### config.mk
export PLATFORM = sky130hd
export DESIGN_NAME = rf_level_sweep_sequencer
export DESIGN_NICKNAME = d
export VERILOG_FILES = /design/src/level_sweep_pkg.sv /design/src/rf_level_sweep_sequencer.sv
export VERILOG_INCLUDE_DIRS = /design/src
export SDC_FILE = /design/constraint.sdc
export NUM_CORES = 1
export LEC_CHECK = 0
export ABC_CLOCK_PERIOD_IN_PS = 9350
export BUFFER_PORTS_ARGS = -buffer_cell sky130_fd_sc_hd__clkbuf_2
export CORE_MARGIN = 4
export CORE_UTILIZATION = 35
export CTS_CLUSTER_SIZE = 16
export DETAILED_ROUTE_END_ITERATION = 16
export PLACE_DENSITY_LB_ADDON = 0.3
export RECOVER_POWER = 50
export SLEW_MARGIN = 20
export SYNTH_ARGS = -nofsm -noshare
export SYNTH_HDL_FRONTEND = slang
export SYNTH_SLANG_ARGS = --single-unit
### constraint.sdc
create_clock -name aclk -period 9.35 [get_ports aclk]
set_input_delay 1.87 -clock aclk [delete_from_list [all_inputs] [get_ports aclk]]
set_output_delay 1.87 -clock aclk [all_outputs]
set_load 0.02 [all_outputs]
### src/level_sweep_consts.svh
// Constants for the two-path level sweep sequencer.
// Summary of operation
// - Enabling level sweep on a path turns off other sweeps and list mode.
// - Each path keeps its own sweep state, independent of the other path.
// - Automatic mode repeats cycles and resumes from the present position.
// - Sweep reset loads the start level in every mode.
// - Single mode halts; each execute runs one cycle from start level.
// - Execute starts a sweep only in single mode; otherwise ignored.
// - Manual step mode halts, keeps level; each level write advances one step.
// - External single mode halts; each trigger edge runs one cycle from start.
// - External step mode halts at start; each trigger advances one knob step.
// - External start/stop triggers alternate run, freeze, restart from start.
// - Path A uses its coax trigger; path B uses the auxiliary pin.
// - One shared edge polarity setting applies to both trigger inputs.
// - Sawtooth runs start to stop, then jumps back to start.
// - Triangle runs start to stop and back, next cycle begins at start.
// - Step is one dB increment added each step; external step mode adds the knob increment instead.
// - Dwell time is the full step period.
// - A step to a level outside attenuator range raises error and clamps to nearest, unless it reaches the stop (or, descending, start) level.
// - Normal mode confines to electronic range, high power to high range only with hp_fitted set.
`ifndef LEVEL_SWEEP_CONSTS_SVH
`define LEVEL_SWEEP_CONSTS_SVH
`define REG_CTRL_A 8'h00
`define REG_START_A 8'h04
`define REG_STOP_A 8'h08
`define REG_STEP_A 8'h0C
`define REG_DWELL_A 8'h10
`define REG_KNOB_A 8'h14
`define REG_LEVEL_A 8'h18
`define REG_STATUS_A 8'h1C
`define PATH_B_OFFSET 8'h20
`define REG_GLOBAL 8'h40
`define REG_RANGE 8'h44
`define CTRL_ENABLE 0
`define CTRL_MODE_LSB 1
`define CTRL_SHAPE 4
`define CTRL_RESET 8
`define CTRL_EXEC 9
`define CTRL_OTHER_LSB 12
`define STATUS_RUNNING 0
`define STATUS_DIR_DOWN 1
`define STATUS_ERR 2
`define LEVEL_W 16
`define DWELL_RESET 32'h000F4240
`define NORMAL_MIN 16'h8300
`define NORMAL_MAX 16'h0A00
`define HIGH_MIN 16'h0A00
`define HIGH_MAX 16'h1A00
`define RESP_OKAY 2'h0
`define RESP_SLVERR 2'h2
`endif

### src/level_sweep_pkg.sv
// Types for the level sweep sequencer.
package level_sweep_pkg;
    typedef enum logic [2:0] {
        mode_auto,
        mode_single,
        mode_manual_step,
        mode_ext_single,
        mode_ext_step,
        mode_ext_start_stop
    } sweep_mode_t;
endpackage

### src/rf_level_sweep_sequencer.sv
// Two-path RF level sweep sequencer with AXI4-Lite register access.
//
// Register access over AXI4-Lite and the placing of the registers were decided locally.
`include "level_sweep_consts.svh"
module rf_level_sweep_sequencer (
    input wire logic aclk, // System clock, 100 MHz.
    input wire logic aresetn, // Synchronous reset, active low.
    input wire logic [7:0] s_axi_awaddr, // Write address.
    input wire logic s_axi_awvalid, // Write address valid.
    output logic s_axi_awready, // Write address ready.
    input wire logic [31:0] s_axi_wdata, // Write data.
    input wire logic [3:0] s_axi_wstrb, // Write byte strobes.
    input wire logic s_axi_wvalid, // Write data valid.
    output logic s_axi_wready, // Write data ready.
    output logic [1:0] s_axi_bresp, // Write response.
    output logic s_axi_bvalid, // Write response valid.
    input wire logic s_axi_bready, // Write response ready.
    input wire logic [7:0] s_axi_araddr, // Read address.
    input wire logic s_axi_arvalid, // Read address valid.
    output logic s_axi_arready, // Read address ready.
    output logic [31:0] s_axi_rdata, // Read data.
    output logic [1:0] s_axi_rresp, // Read response.
    output logic s_axi_rvalid, // Read data valid.
    input wire logic s_axi_rready, // Read data ready.
    input wire logic path_a_trigger_in, // Coaxial trigger for path A.
    input wire logic path_b_trigger_in, // Auxiliary trigger pin for path B.
    output logic [15:0] level_a, // Applied level of path A, signed.
    output logic [15:0] level_b, // Applied level of path B, signed.
    output logic level_sweep_on_a, // Level sweep active on path A.
    output logic level_sweep_on_b, // Level sweep active on path B.
    output logic [1:0] other_sweep_on_a, // Frequency and LF sweep, path A.
    output logic [1:0] other_sweep_on_b, // Frequency and LF sweep, path B.
    output logic list_on_a, // List mode on path A.
    output logic list_on_b, // List mode on path B.
    output logic range_error_a, // One-cycle pulse on clamped step, A.
    output logic range_error_b // One-cycle pulse on clamped step, B.
);
    // Per-path configuration, indexed 0 for A and 1 for B.
    logic enable [2];
    level_sweep_pkg::sweep_mode_t mode [2];
    logic shape_tri [2];
    logic [1:0] other_on [2];
    logic list_on [2];
    logic signed [15:0] start_lvl [2];
    logic signed [15:0] stop_lvl [2];
    logic signed [15:0] step_lvl [2];
    logic signed [15:0] knob_lvl [2];
    logic [31:0] dwell [2];
    // Per-path sweep state.
    logic signed [15:0] cur [2];
    logic running [2];
    logic dir_down [2];
    logic [31:0] dwell_cnt [2];
    logic err_flag [2];
    logic err_pulse [2];
    // Shared settings.
    logic trig_falling;
    logic high_power;
    logic hp_fitted;
    // Trigger synchronisers.
    logic [1:0] trig_meta;
    logic [1:0] trig_sync;
    logic [1:0] trig_prev;
    logic trig_pulse [2];
    // Bus state.
    logic aw_held, w_held;
    logic [7:0] aw_addr;
    logic [31:0] w_data;
    logic [3:0] w_strb;
    logic do_write;
    logic wr_hit [2];
    logic [7:0] wr_off;
    logic wr_global, wr_range;
    logic bad_wr;

    function automatic logic signed [15:0] sat_add(
        input logic signed [15:0] a,
        input logic signed [15:0] b
    );
        logic signed [16:0] s;
        s = 17'(a) + 17'(b);
        if (s > 17'sh07FFF)
            sat_add = 16'sh7FFF;
        else if (s < -17'sh08000)
            sat_add = -16'sh8000;
        else
            sat_add = s[15:0];
    endfunction

    function automatic logic [31:0] merge(
        input logic [31:0] old,
        input logic [31:0] data,
        input logic [3:0] strb
    );
        merge = old;
        for (int i = 0; i < 4; i++)
            if (strb[i])
                merge[i*8 +: 8] = data[i*8 +: 8];
    endfunction

    // Attenuator range limits shared by both paths.
    function automatic logic signed [15:0] range_lo(input logic hp);
        range_lo = (hp_fitted && hp) ? `HIGH_MIN : `NORMAL_MIN;
    endfunction

    function automatic logic signed [15:0] range_hi(input logic hp);
        range_hi = (hp_fitted && hp) ? `HIGH_MAX : `NORMAL_MAX;
    endfunction

    // Two flip-flops per trigger before the edge detector reads them.
    always_ff @(posedge aclk)
    begin
        if (!aresetn)
        begin
            trig_meta <= 2'h0;
            trig_sync <= 2'h0;
            trig_prev <= 2'h0;
        end
        else
        begin
            trig_meta <= {path_b_trigger_in, path_a_trigger_in};
            trig_sync <= trig_meta;
            trig_prev <= trig_sync;
        end
    end

    always_comb
    begin
        for (int p = 0; p < 2; p++)
            trig_pulse[p] = trig_falling ? (trig_prev[p] && !trig_sync[p])
                : (!trig_prev[p] && trig_sync[p]);
    end

    // AXI4-Lite write channel: address and data are held until both arrive.
    assign s_axi_awready = !aw_held && !s_axi_bvalid;
    assign s_axi_wready = !w_held && !s_axi_bvalid;
    assign do_write = aw_held && w_held && !s_axi_bvalid;

    always_ff @(posedge aclk)
    begin
        if (!aresetn)
        begin
            aw_held <= 1'b0;
            w_held <= 1'b0;
            aw_addr <= 8'h00;
            w_data <= 32'h00000000;
            w_strb <= 4'h0;
            s_axi_bvalid <= 1'b0;
            s_axi_bresp <= `RESP_OKAY;
        end
        else
        begin
            if (s_axi_awvalid && s_axi_awready)
            begin
                aw_held <= 1'b1;
                aw_addr <= s_axi_awaddr;
            end
            if (s_axi_wvalid && s_axi_wready)
            begin
                w_held <= 1'b1;
                w_data <= s_axi_wdata;
                w_strb <= s_axi_wstrb;
            end
            if (do_write)
            begin
                aw_held <= 1'b0;
                w_held <= 1'b0;
                s_axi_bvalid <= 1'b1;
                s_axi_bresp <= bad_wr ? `RESP_SLVERR : `RESP_OKAY;
            end
            else if (s_axi_bvalid && s_axi_bready)
                s_axi_bvalid <= 1'b0;
        end
    end

    always_comb
    begin
        wr_off = aw_addr & ~`PATH_B_OFFSET;
        wr_hit[0] = do_write && aw_addr < `PATH_B_OFFSET;
        wr_hit[1] = do_write && aw_addr >= `PATH_B_OFFSET
            && aw_addr < `REG_GLOBAL;
        wr_global = do_write && aw_addr == `REG_GLOBAL;
        wr_range = do_write && aw_addr == `REG_RANGE;
        bad_wr = aw_addr > `REG_RANGE || aw_addr[1:0] != 2'h0;
    end

    // Shared trigger polarity and attenuator range.
    always_ff @(posedge aclk)
    begin
        if (!aresetn)
        begin
            trig_falling <= 1'b0;
            high_power <= 1'b0;
            hp_fitted <= 1'b0;
        end
        else
        begin
            if (wr_global && w_strb[0])
                trig_falling <= w_data[0];
            if (wr_range && w_strb[0])
            begin
                high_power <= w_data[0];
                hp_fitted <= w_data[1];
            end
        end
    end

    // Each path is an independent copy; a write to one path never reaches
    // the other's state.
    for (genvar p = 0; p < 2; p++)
    begin : g_path
        logic wr_ctrl, wr_level, do_step, cycle_start, halt_entry;
        logic signed [15:0] inc, next_cur, lo, hi;
        logic at_end;
        level_sweep_pkg::sweep_mode_t new_mode;

        always_comb
        begin
            wr_ctrl = wr_hit[p] && wr_off == `REG_CTRL_A;
            wr_level = wr_hit[p] && wr_off == `REG_LEVEL_A;
            new_mode = level_sweep_pkg::sweep_mode_t'(
                w_data[`CTRL_MODE_LSB +: 3]);
            halt_entry = wr_ctrl && new_mode != mode[p]
                && new_mode != level_sweep_pkg::mode_auto;
            // Step size: knob increment in external step, else the dB step.
            inc = (mode[p] == level_sweep_pkg::mode_ext_step)
                ? knob_lvl[p] : step_lvl[p];
            if (dir_down[p])
                inc = -inc;
            next_cur = sat_add(cur[p], inc);
            at_end = dir_down[p] ? next_cur <= start_lvl[p]
                : next_cur >= stop_lvl[p];
            lo = range_lo(high_power);
            hi = range_hi(high_power);
            // Step sources per mode.
            case (mode[p])
                level_sweep_pkg::mode_auto,
                level_sweep_pkg::mode_ext_start_stop:
                    do_step = running[p]
                        && dwell_cnt[p] == 32'h00000000;
                level_sweep_pkg::mode_single,
                level_sweep_pkg::mode_ext_single:
                    do_step = running[p] && dwell_cnt[p] == 32'h00000000;
                level_sweep_pkg::mode_manual_step:
                    do_step = wr_level;
                level_sweep_pkg::mode_ext_step:
                    do_step = trig_pulse[p];
                default:
                    do_step = 1'b0;
            endcase
            do_step = do_step && enable[p];
            cycle_start = enable[p] && (
                (mode[p] == level_sweep_pkg::mode_single && wr_ctrl
                    && w_data[`CTRL_EXEC])
                || (mode[p] == level_sweep_pkg::mode_ext_single
                    && trig_pulse[p]));
        end

        always_ff @(posedge aclk)
        begin
            if (!aresetn)
            begin
                enable[p] <= 1'b0;
                mode[p] <= level_sweep_pkg::mode_auto;
                shape_tri[p] <= 1'b0;
                other_on[p] <= 2'h0;
                list_on[p] <= 1'b0;
                start_lvl[p] <= 16'sh0000;
                stop_lvl[p] <= 16'sh0000;
                step_lvl[p] <= 16'sh0000;
                knob_lvl[p] <= 16'sh0000;
                dwell[p] <= `DWELL_RESET;
            end
            else if (wr_hit[p])
            begin
                case (wr_off)
                    `REG_CTRL_A:
                    begin
                        enable[p] <= w_data[`CTRL_ENABLE];
                        mode[p] <= new_mode;
                        shape_tri[p] <= w_data[`CTRL_SHAPE];
                        if (w_data[`CTRL_ENABLE])
                        begin
                            other_on[p] <= 2'h0;
                            list_on[p] <= 1'b0;
                        end
                        else
                        begin
                            other_on[p] <= w_data[`CTRL_OTHER_LSB +: 2];
                            list_on[p] <= w_data[`CTRL_OTHER_LSB + 2];
                        end
                    end
                    `REG_START_A: start_lvl[p] <= w_data[15:0];
                    `REG_STOP_A: stop_lvl[p] <= w_data[15:0];
                    `REG_STEP_A: step_lvl[p] <= w_data[15:0];
                    `REG_KNOB_A: knob_lvl[p] <= w_data[15:0];
                    `REG_DWELL_A: dwell[p] <= merge(dwell[p], w_data, w_strb);
                    default: ;
                endcase
            end
        end

        // Sweep position, direction and run state.
        always_ff @(posedge aclk)
        begin
            if (!aresetn)
            begin
                cur[p] <= 16'sh0000;
                running[p] <= 1'b0;
                dir_down[p] <= 1'b0;
                dwell_cnt[p] <= 32'h00000000;
                err_pulse[p] <= 1'b0;
                err_flag[p] <= 1'b0;
            end
            else
            begin
                err_pulse[p] <= 1'b0;
                // Clear first so that a clamp in the same cycle wins.
                if (wr_hit[p] && wr_off == `REG_STATUS_A
                    && w_data[`STATUS_ERR])
                    err_flag[p] <= 1'b0;
                if (wr_ctrl && w_data[`CTRL_RESET])
                begin
                    cur[p] <= start_lvl[p];
                    dir_down[p] <= 1'b0;
                    dwell_cnt[p] <= dwell[p] - 32'h1;
                end
                else if (halt_entry)
                begin
                    running[p] <= 1'b0;
                    dir_down[p] <= 1'b0;
                    if (new_mode == level_sweep_pkg::mode_ext_step)
                        cur[p] <= start_lvl[p];
                end
                else if (wr_ctrl && new_mode == level_sweep_pkg::mode_auto)
                    running[p] <= w_data[`CTRL_ENABLE];
                else if (cycle_start)
                begin
                    cur[p] <= start_lvl[p];
                    dir_down[p] <= 1'b0;
                    running[p] <= 1'b1;
                    dwell_cnt[p] <= dwell[p] - 32'h1;
                end
                else if (enable[p] && trig_pulse[p] && mode[p]
                    == level_sweep_pkg::mode_ext_start_stop)
                begin
                    running[p] <= !running[p];
                    dwell_cnt[p] <= dwell[p] - 32'h1;
                    // Restart from start only when resuming after a stop.
                    if (!running[p])
                    begin
                        cur[p] <= start_lvl[p];
                        dir_down[p] <= 1'b0;
                    end
                end
                else if (do_step)
                begin
                    dwell_cnt[p] <= dwell[p] - 32'h1;
                    if (at_end && !dir_down[p] && shape_tri[p])
                    begin
                        cur[p] <= stop_lvl[p];
                        dir_down[p] <= 1'b1;
                    end
                    else if (at_end)
                    begin
                        cur[p] <= start_lvl[p];
                        dir_down[p] <= 1'b0;
                        if (mode[p] == level_sweep_pkg::mode_single
                            || mode[p] == level_sweep_pkg::mode_ext_single)
                            running[p] <= 1'b0;
                    end
                    else if (next_cur < lo || next_cur > hi)
                    begin
                        cur[p] <= next_cur < lo ? lo : hi;
                        err_pulse[p] <= 1'b1;
                        err_flag[p] <= 1'b1;
                    end
                    else
                        cur[p] <= next_cur;
                end
                else if (running[p] && dwell_cnt[p] != 32'h00000000)
                    dwell_cnt[p] <= dwell_cnt[p] - 32'h1;
            end
        end
    end

    // AXI4-Lite read channel, answer one cycle after the address is taken.
    assign s_axi_arready = !s_axi_rvalid;

    always_ff @(posedge aclk)
    begin
        if (!aresetn)
        begin
            s_axi_rvalid <= 1'b0;
            s_axi_rdata <= 32'h00000000;
            s_axi_rresp <= `RESP_OKAY;
        end
        else if (s_axi_arvalid && s_axi_arready)
        begin
            s_axi_rvalid <= 1'b1;
            s_axi_rresp <= `RESP_OKAY;
            s_axi_rdata <= 32'h00000000;
            if (s_axi_araddr < `REG_GLOBAL)
            begin
                case (s_axi_araddr & ~`PATH_B_OFFSET)
                    `REG_CTRL_A: s_axi_rdata <= {17'h0,
                        list_on[s_axi_araddr[5]],
                        other_on[s_axi_araddr[5]], 7'h0,
                        shape_tri[s_axi_araddr[5]],
                        mode[s_axi_araddr[5]], enable[s_axi_araddr[5]]};
                    `REG_START_A:
                        s_axi_rdata <= 32'(start_lvl[s_axi_araddr[5]]);
                    `REG_STOP_A: s_axi_rdata <= 32'(stop_lvl[s_axi_araddr[5]]);
                    `REG_STEP_A: s_axi_rdata <= 32'(step_lvl[s_axi_araddr[5]]);
                    `REG_KNOB_A: s_axi_rdata <= 32'(knob_lvl[s_axi_araddr[5]]);
                    `REG_DWELL_A: s_axi_rdata <= dwell[s_axi_araddr[5]];
                    `REG_LEVEL_A: s_axi_rdata <= 32'(cur[s_axi_araddr[5]]);
                    `REG_STATUS_A: s_axi_rdata <= {29'h0,
                        err_flag[s_axi_araddr[5]], dir_down[s_axi_araddr[5]],
                        running[s_axi_araddr[5]]};
                    default: s_axi_rresp <= `RESP_SLVERR;
                endcase
            end
            else if (s_axi_araddr == `REG_GLOBAL)
                s_axi_rdata <= {31'h0, trig_falling};
            else if (s_axi_araddr == `REG_RANGE)
                s_axi_rdata <= {30'h0, hp_fitted, high_power};
            else
                s_axi_rresp <= `RESP_SLVERR;
        end
        else if (s_axi_rvalid && s_axi_rready)
            s_axi_rvalid <= 1'b0;
    end

    assign level_a = cur[0];
    assign level_b = cur[1];
    assign level_sweep_on_a = enable[0];
    assign level_sweep_on_b = enable[1];
    assign other_sweep_on_a = other_on[0];
    assign other_sweep_on_b = other_on[1];
    assign list_on_a = list_on[0];
    assign list_on_b = list_on[1];
    assign range_error_a = err_pulse[0];
    assign range_error_b = err_pulse[1];
endmodule // rf_level_sweep_sequencer

==> impl_metrics.py <==
metrics = {
    "outcome": {
        "status": "finished, violations left",
        "violations": "max-capacitance violations, max-slew violations",
    },
    "global_route": {
        "grt_max_degree": 65,
        "grt_antenna_before_repair": 6,
        "global_router_s_overall_resource_usage_pct": 22.7,
        "first_global_vias": 20700,
        "gr-total-overflow": 0,
        "wire_length_of_the_first_global_routing_pass_um": 135000,
    },
    "final_layout": {
        "mostFrequentLayoutCell": "edfxtp_1",
        "final_cell_mix": "304 x edfxtp_1, 274 x nand2_1, 194 x nor2_1",
        "net_count_of_the_finished_layout": 3014,
        "final_cells": 3844,
        "syn2layout_area_growth_pct": 12.1,
        "drive_above_1_share_pct": 8.54,
    },
    "floorplan": {
        "fp.coreArea_um2": 73200,
        "floorplan.die.width_um": 280,
        "dieHeight_um": 280,
        "std_cell_rows": 99,
        "io_pins": 144,
        "start_util_pct": 35.5,
        "dieArea_um2": 78600,
    },
    "setup_path": {
        "timing.critical_path.mode_cell": "o21ai_0",
        "worst-r2r-setup-slack_ns": 0.88,
        "worstSetupStartpoint": "mode[1][2]",
        "cp.required_ns": 9.66,
        "critical_path_arrival_ns": 8.78,
        "critical_path.max_fanout": 30,
        "cp_slowest_stage_delay_ns": 0.59,
        "setup.worst_path.end_class": "flop",
        "timing.setup.critical_path_class": "reg2reg",
        "timing.critical_path.slowest_stage_cell": "nor3_2",
        "startpoint_of_the_worst_register_to_register_path": "mode[1][2]",
        "worstSetupStartpointType": "flop",
    },
    "clocking": {
        "cts-root-to-sink-buffers": 3,
        "htreeDepth": 2,
        "clkSinkCount": 403,
        "clock_latency_ns": 0.60,
        "cts.reportedPaths.clkPinSlew_ns": 0.06,
        "clock_tree_from_tritoncts": "built",
        "cts_root_buffer": "clkbuf_16",
        "numCtsBuffers": 47,
        "post-cts-setup-buffer-count": 0,
    },
    "power": {
        "intPower_mw": 3.44,
        "power.sequential.fraction_pct": 43.4,
        "combinational_power_share_pct": 17.7,
        "total_leakage_power_nw": 10.6,
        "switching_share_pct": 29.7,
        "design_power_total_mw": 4.89,
        "part_of_the_power_in_the_clock_network_pct": 38.8,
        "power_density_nw_per_um2": 168,
        "worst_ir_drop_vdd_mv": 0.156,
        "total_switching_power_mw": 1.45,
    },
    "logic_synthesis": {
        "ys.warnings.count": 0,
        "post_synth_instance_area_um2": 26000,
        "asyncSetResetFlopFracSynth_pct": 0,
        "area_leader_netlist": "edfxtp_1",
        "yosys-top-cells-area": "edfxtp_1 35%, dfxtp_1 7.6%, ha_1 5.2%",
        "yosysUniqueCellTypes": 94,
        "yosys_most_used_dff": "edfxtp_1",
        "avg_cell_area_syn_um2": 9.41,
        "synth.yosys.seq_area_share_pct": 42.8,
        "synthDominantCellAreaShare_pct": 35.2,
        "ys_ff_latch": 403,
        "number_of_flops_mapped_to_enable_cells_by_yosys": 304,
        "netlist_instances": 2760,
    },
    "placement": {
        "io_buffer_count": 141,
        "globalplace.congestion": 0.959,
        "post-place-cells": 3753,
        "dp.final_hpwl_um": 68900,
    },
    "timing": {
        "slew_viol_final": 145,
        "finalCriticalPeriod_ns": 8.47,
        "timing.final.crit_share_pct": 90.6,
        "timing_worst_slew_pin_value_ns": 2.15,
        "fin_tns_setup_ns": 0,
        "finalSetupViolCount": 0,
        "worst_clock_skew_ns": 0.0241,
        "timing.fmax_mhz": 118,
        "timing_hold_violations_final": 0,
        "rsz_0062_raised_after_global_routing": "false",
        "worst_slew_margin_rel_pct": -43.5,
    },
    "routing": {
        "vias": 22100,
        "post_drt_wl_per_cell_um": 23.8,
        "vias_per_cell": 5.75,
        "drc": 0,
        "drt_pass1_iterations": 8,
        "routed_wirelength_um": 91700,
        "violation_count_after_the_first_detailed_routing_iteration": 2659,
        "antenna_left": 0,
    },
    "run": {
        "cap_violations": 3,
    },
    "hold_path": {
        "hold_path_class": "reg2reg",
        "hold_path_startpoint": "trig_meta[0]",
    },
}
## metrics by stage
| step | hold WS (ns) | setup slack (ns) | utilization [%] | cell area [µm²] |
|---|---|---|---|---|
| 2_1_floorplan | 0.412 | 1.49 | - | 26000 |
| 3_3_place_gp | 0.416 | 0.966 | 37.8 | 27700 |
| 3_5_place_dp | 0.422 | 0.849 | 37.8 | 27700 |
| 4_1_cts | 0.437 | 0.799 | 39.9 | 29200 |
| 5_1_grt | 0.454 | 0.194 | 39.7 | 29100 |
| 6_report | 0.433 | 0.881 | 39.8 | 29100 |
## registers in the layout, indices dropped and copies added (netlist names), 6 cells and up
signal and count:
aw_addr 8, cur 32, dwell 64, dwell_cnt 64
knob_lvl 32, mode 6, s_axi_rdata 32, start_lvl 32
step_lvl 32, stop_lvl 32, w_data 32
## power groups by stage
stage	clock [mW]	combinational, mW	sequential (mW)
finish	1.90	0.868	2.12
detailed placement	0	0.857	2.16
floorplan	0	0.596	2.11
CTS	1.92	0.862	2.12
global route	2.00	0.961	2.13
global placement	0	0.854	2.16
## per-layer routing
metal,global-route usage [%],share of wire [%],vias to the layer above
met2,34.3,43,1007
met4,6.13,2.8,2
met3,4.39,9.2,145
met5,0,0.020,-
li1,-,-,10300
met1,33.2,45,10600
## path summary, 6_finish.rpt
check / to / depth (start not counted)
max: cur[1][9] / 31
min: trig_sync[0] / 1
max reg2reg: cur[1][9] / 31
min reg2reg: trig_sync[0] / 1
## area by class of cell
class / count / area (µm²)
clock buffers: 65 / 1320
repair buffers: 188 / 910
inverters: 110 / 413
clock inverters: 22 / 259
well taps: 959 / 1200
fillers: 7307 / 44100
flip-flops and latches: 403 / 11100
multi-input cells: 2093 / 13900
diodes: 4 / 10.0
## Yosys cell counts (10+ instances only)
| master | instances |
|---|---|
| nor3b_1 | 14 |
| a21oi_1 | 140 |
| edfxtp_1 | 304 |
| clkbuf_1 | 129 |
| a221oi_1 | 15 |
| a222oi_1 | 12 |
| nor2b_1 | 23 |
| or2_2 | 15 |
| maj3_1 | 18 |
| a21boi_0 | 51 |
| and3_1 | 20 |
| a21o_1 | 21 |
| xor2_1 | 60 |
| o21a_1 | 15 |
| xnor2_1 | 90 |
| inv_1 | 107 |
| a31oi_1 | 13 |
| o211ai_1 | 14 |
| ha_1 | 108 |
| a211oi_1 | 25 |
| nand2b_1 | 19 |
| a22oi_1 | 42 |
| nor4_1 | 29 |
| nor3_1 | 114 |
| buf_2 | 12 |
| o22ai_1 | 59 |
| o21ai_0 | 121 |
| nand2_1 | 274 |
| or3_1 | 46 |
| or4_1 | 21 |
| mux2_2 | 26 |
| mux2i_1 | 91 |
| nand4_1 | 29 |
| nand3_1 | 44 |
| buf_1 | 10 |
| and2_1 | 175 |
| nor2_1 | 196 |
| dfxtp_1 | 99 |
## what timing repair did
| action | in CTS | in global routing |
|---|---|---|
| endpoints found under the hold margin | 0 | 0 |
| resized for setup | 0 | 1 |
| setup endpoints to repair | 0 | 10 |
| hold buffers | 0 | 0 |
## worst max-delay path, delay by kind of cell, from the launching register on
family                   cells  cell delay [ns]
buffers and inverters        3             0.73
AO/OA/AOI/OAI               13             3.01
multiplexers                 2             0.56
flip-flops                   1             0.58
adder cells (fa/ha/maj)      3             0.89
AND/OR/NAND/NOR              9             2.19
XOR/XNOR                     1             0.21
## cells by family after synthesis
| kind of cell | Yosys count | synth area share [%] |
|---|---|---|
| simple gates | 1066 | 21.2 |
| compound gates | 630 | 16.3 |
| flops | 403 | 42.8 |
| buf+inv | 265 | 3.95 |
| xor+xnor | 150 | 5.06 |
| fa+ha+maj | 128 | 6.05 |
| mux | 117 | 4.64 |
| other cells | 1 | 0.0144 |
(Power assumes the default switching activity.)
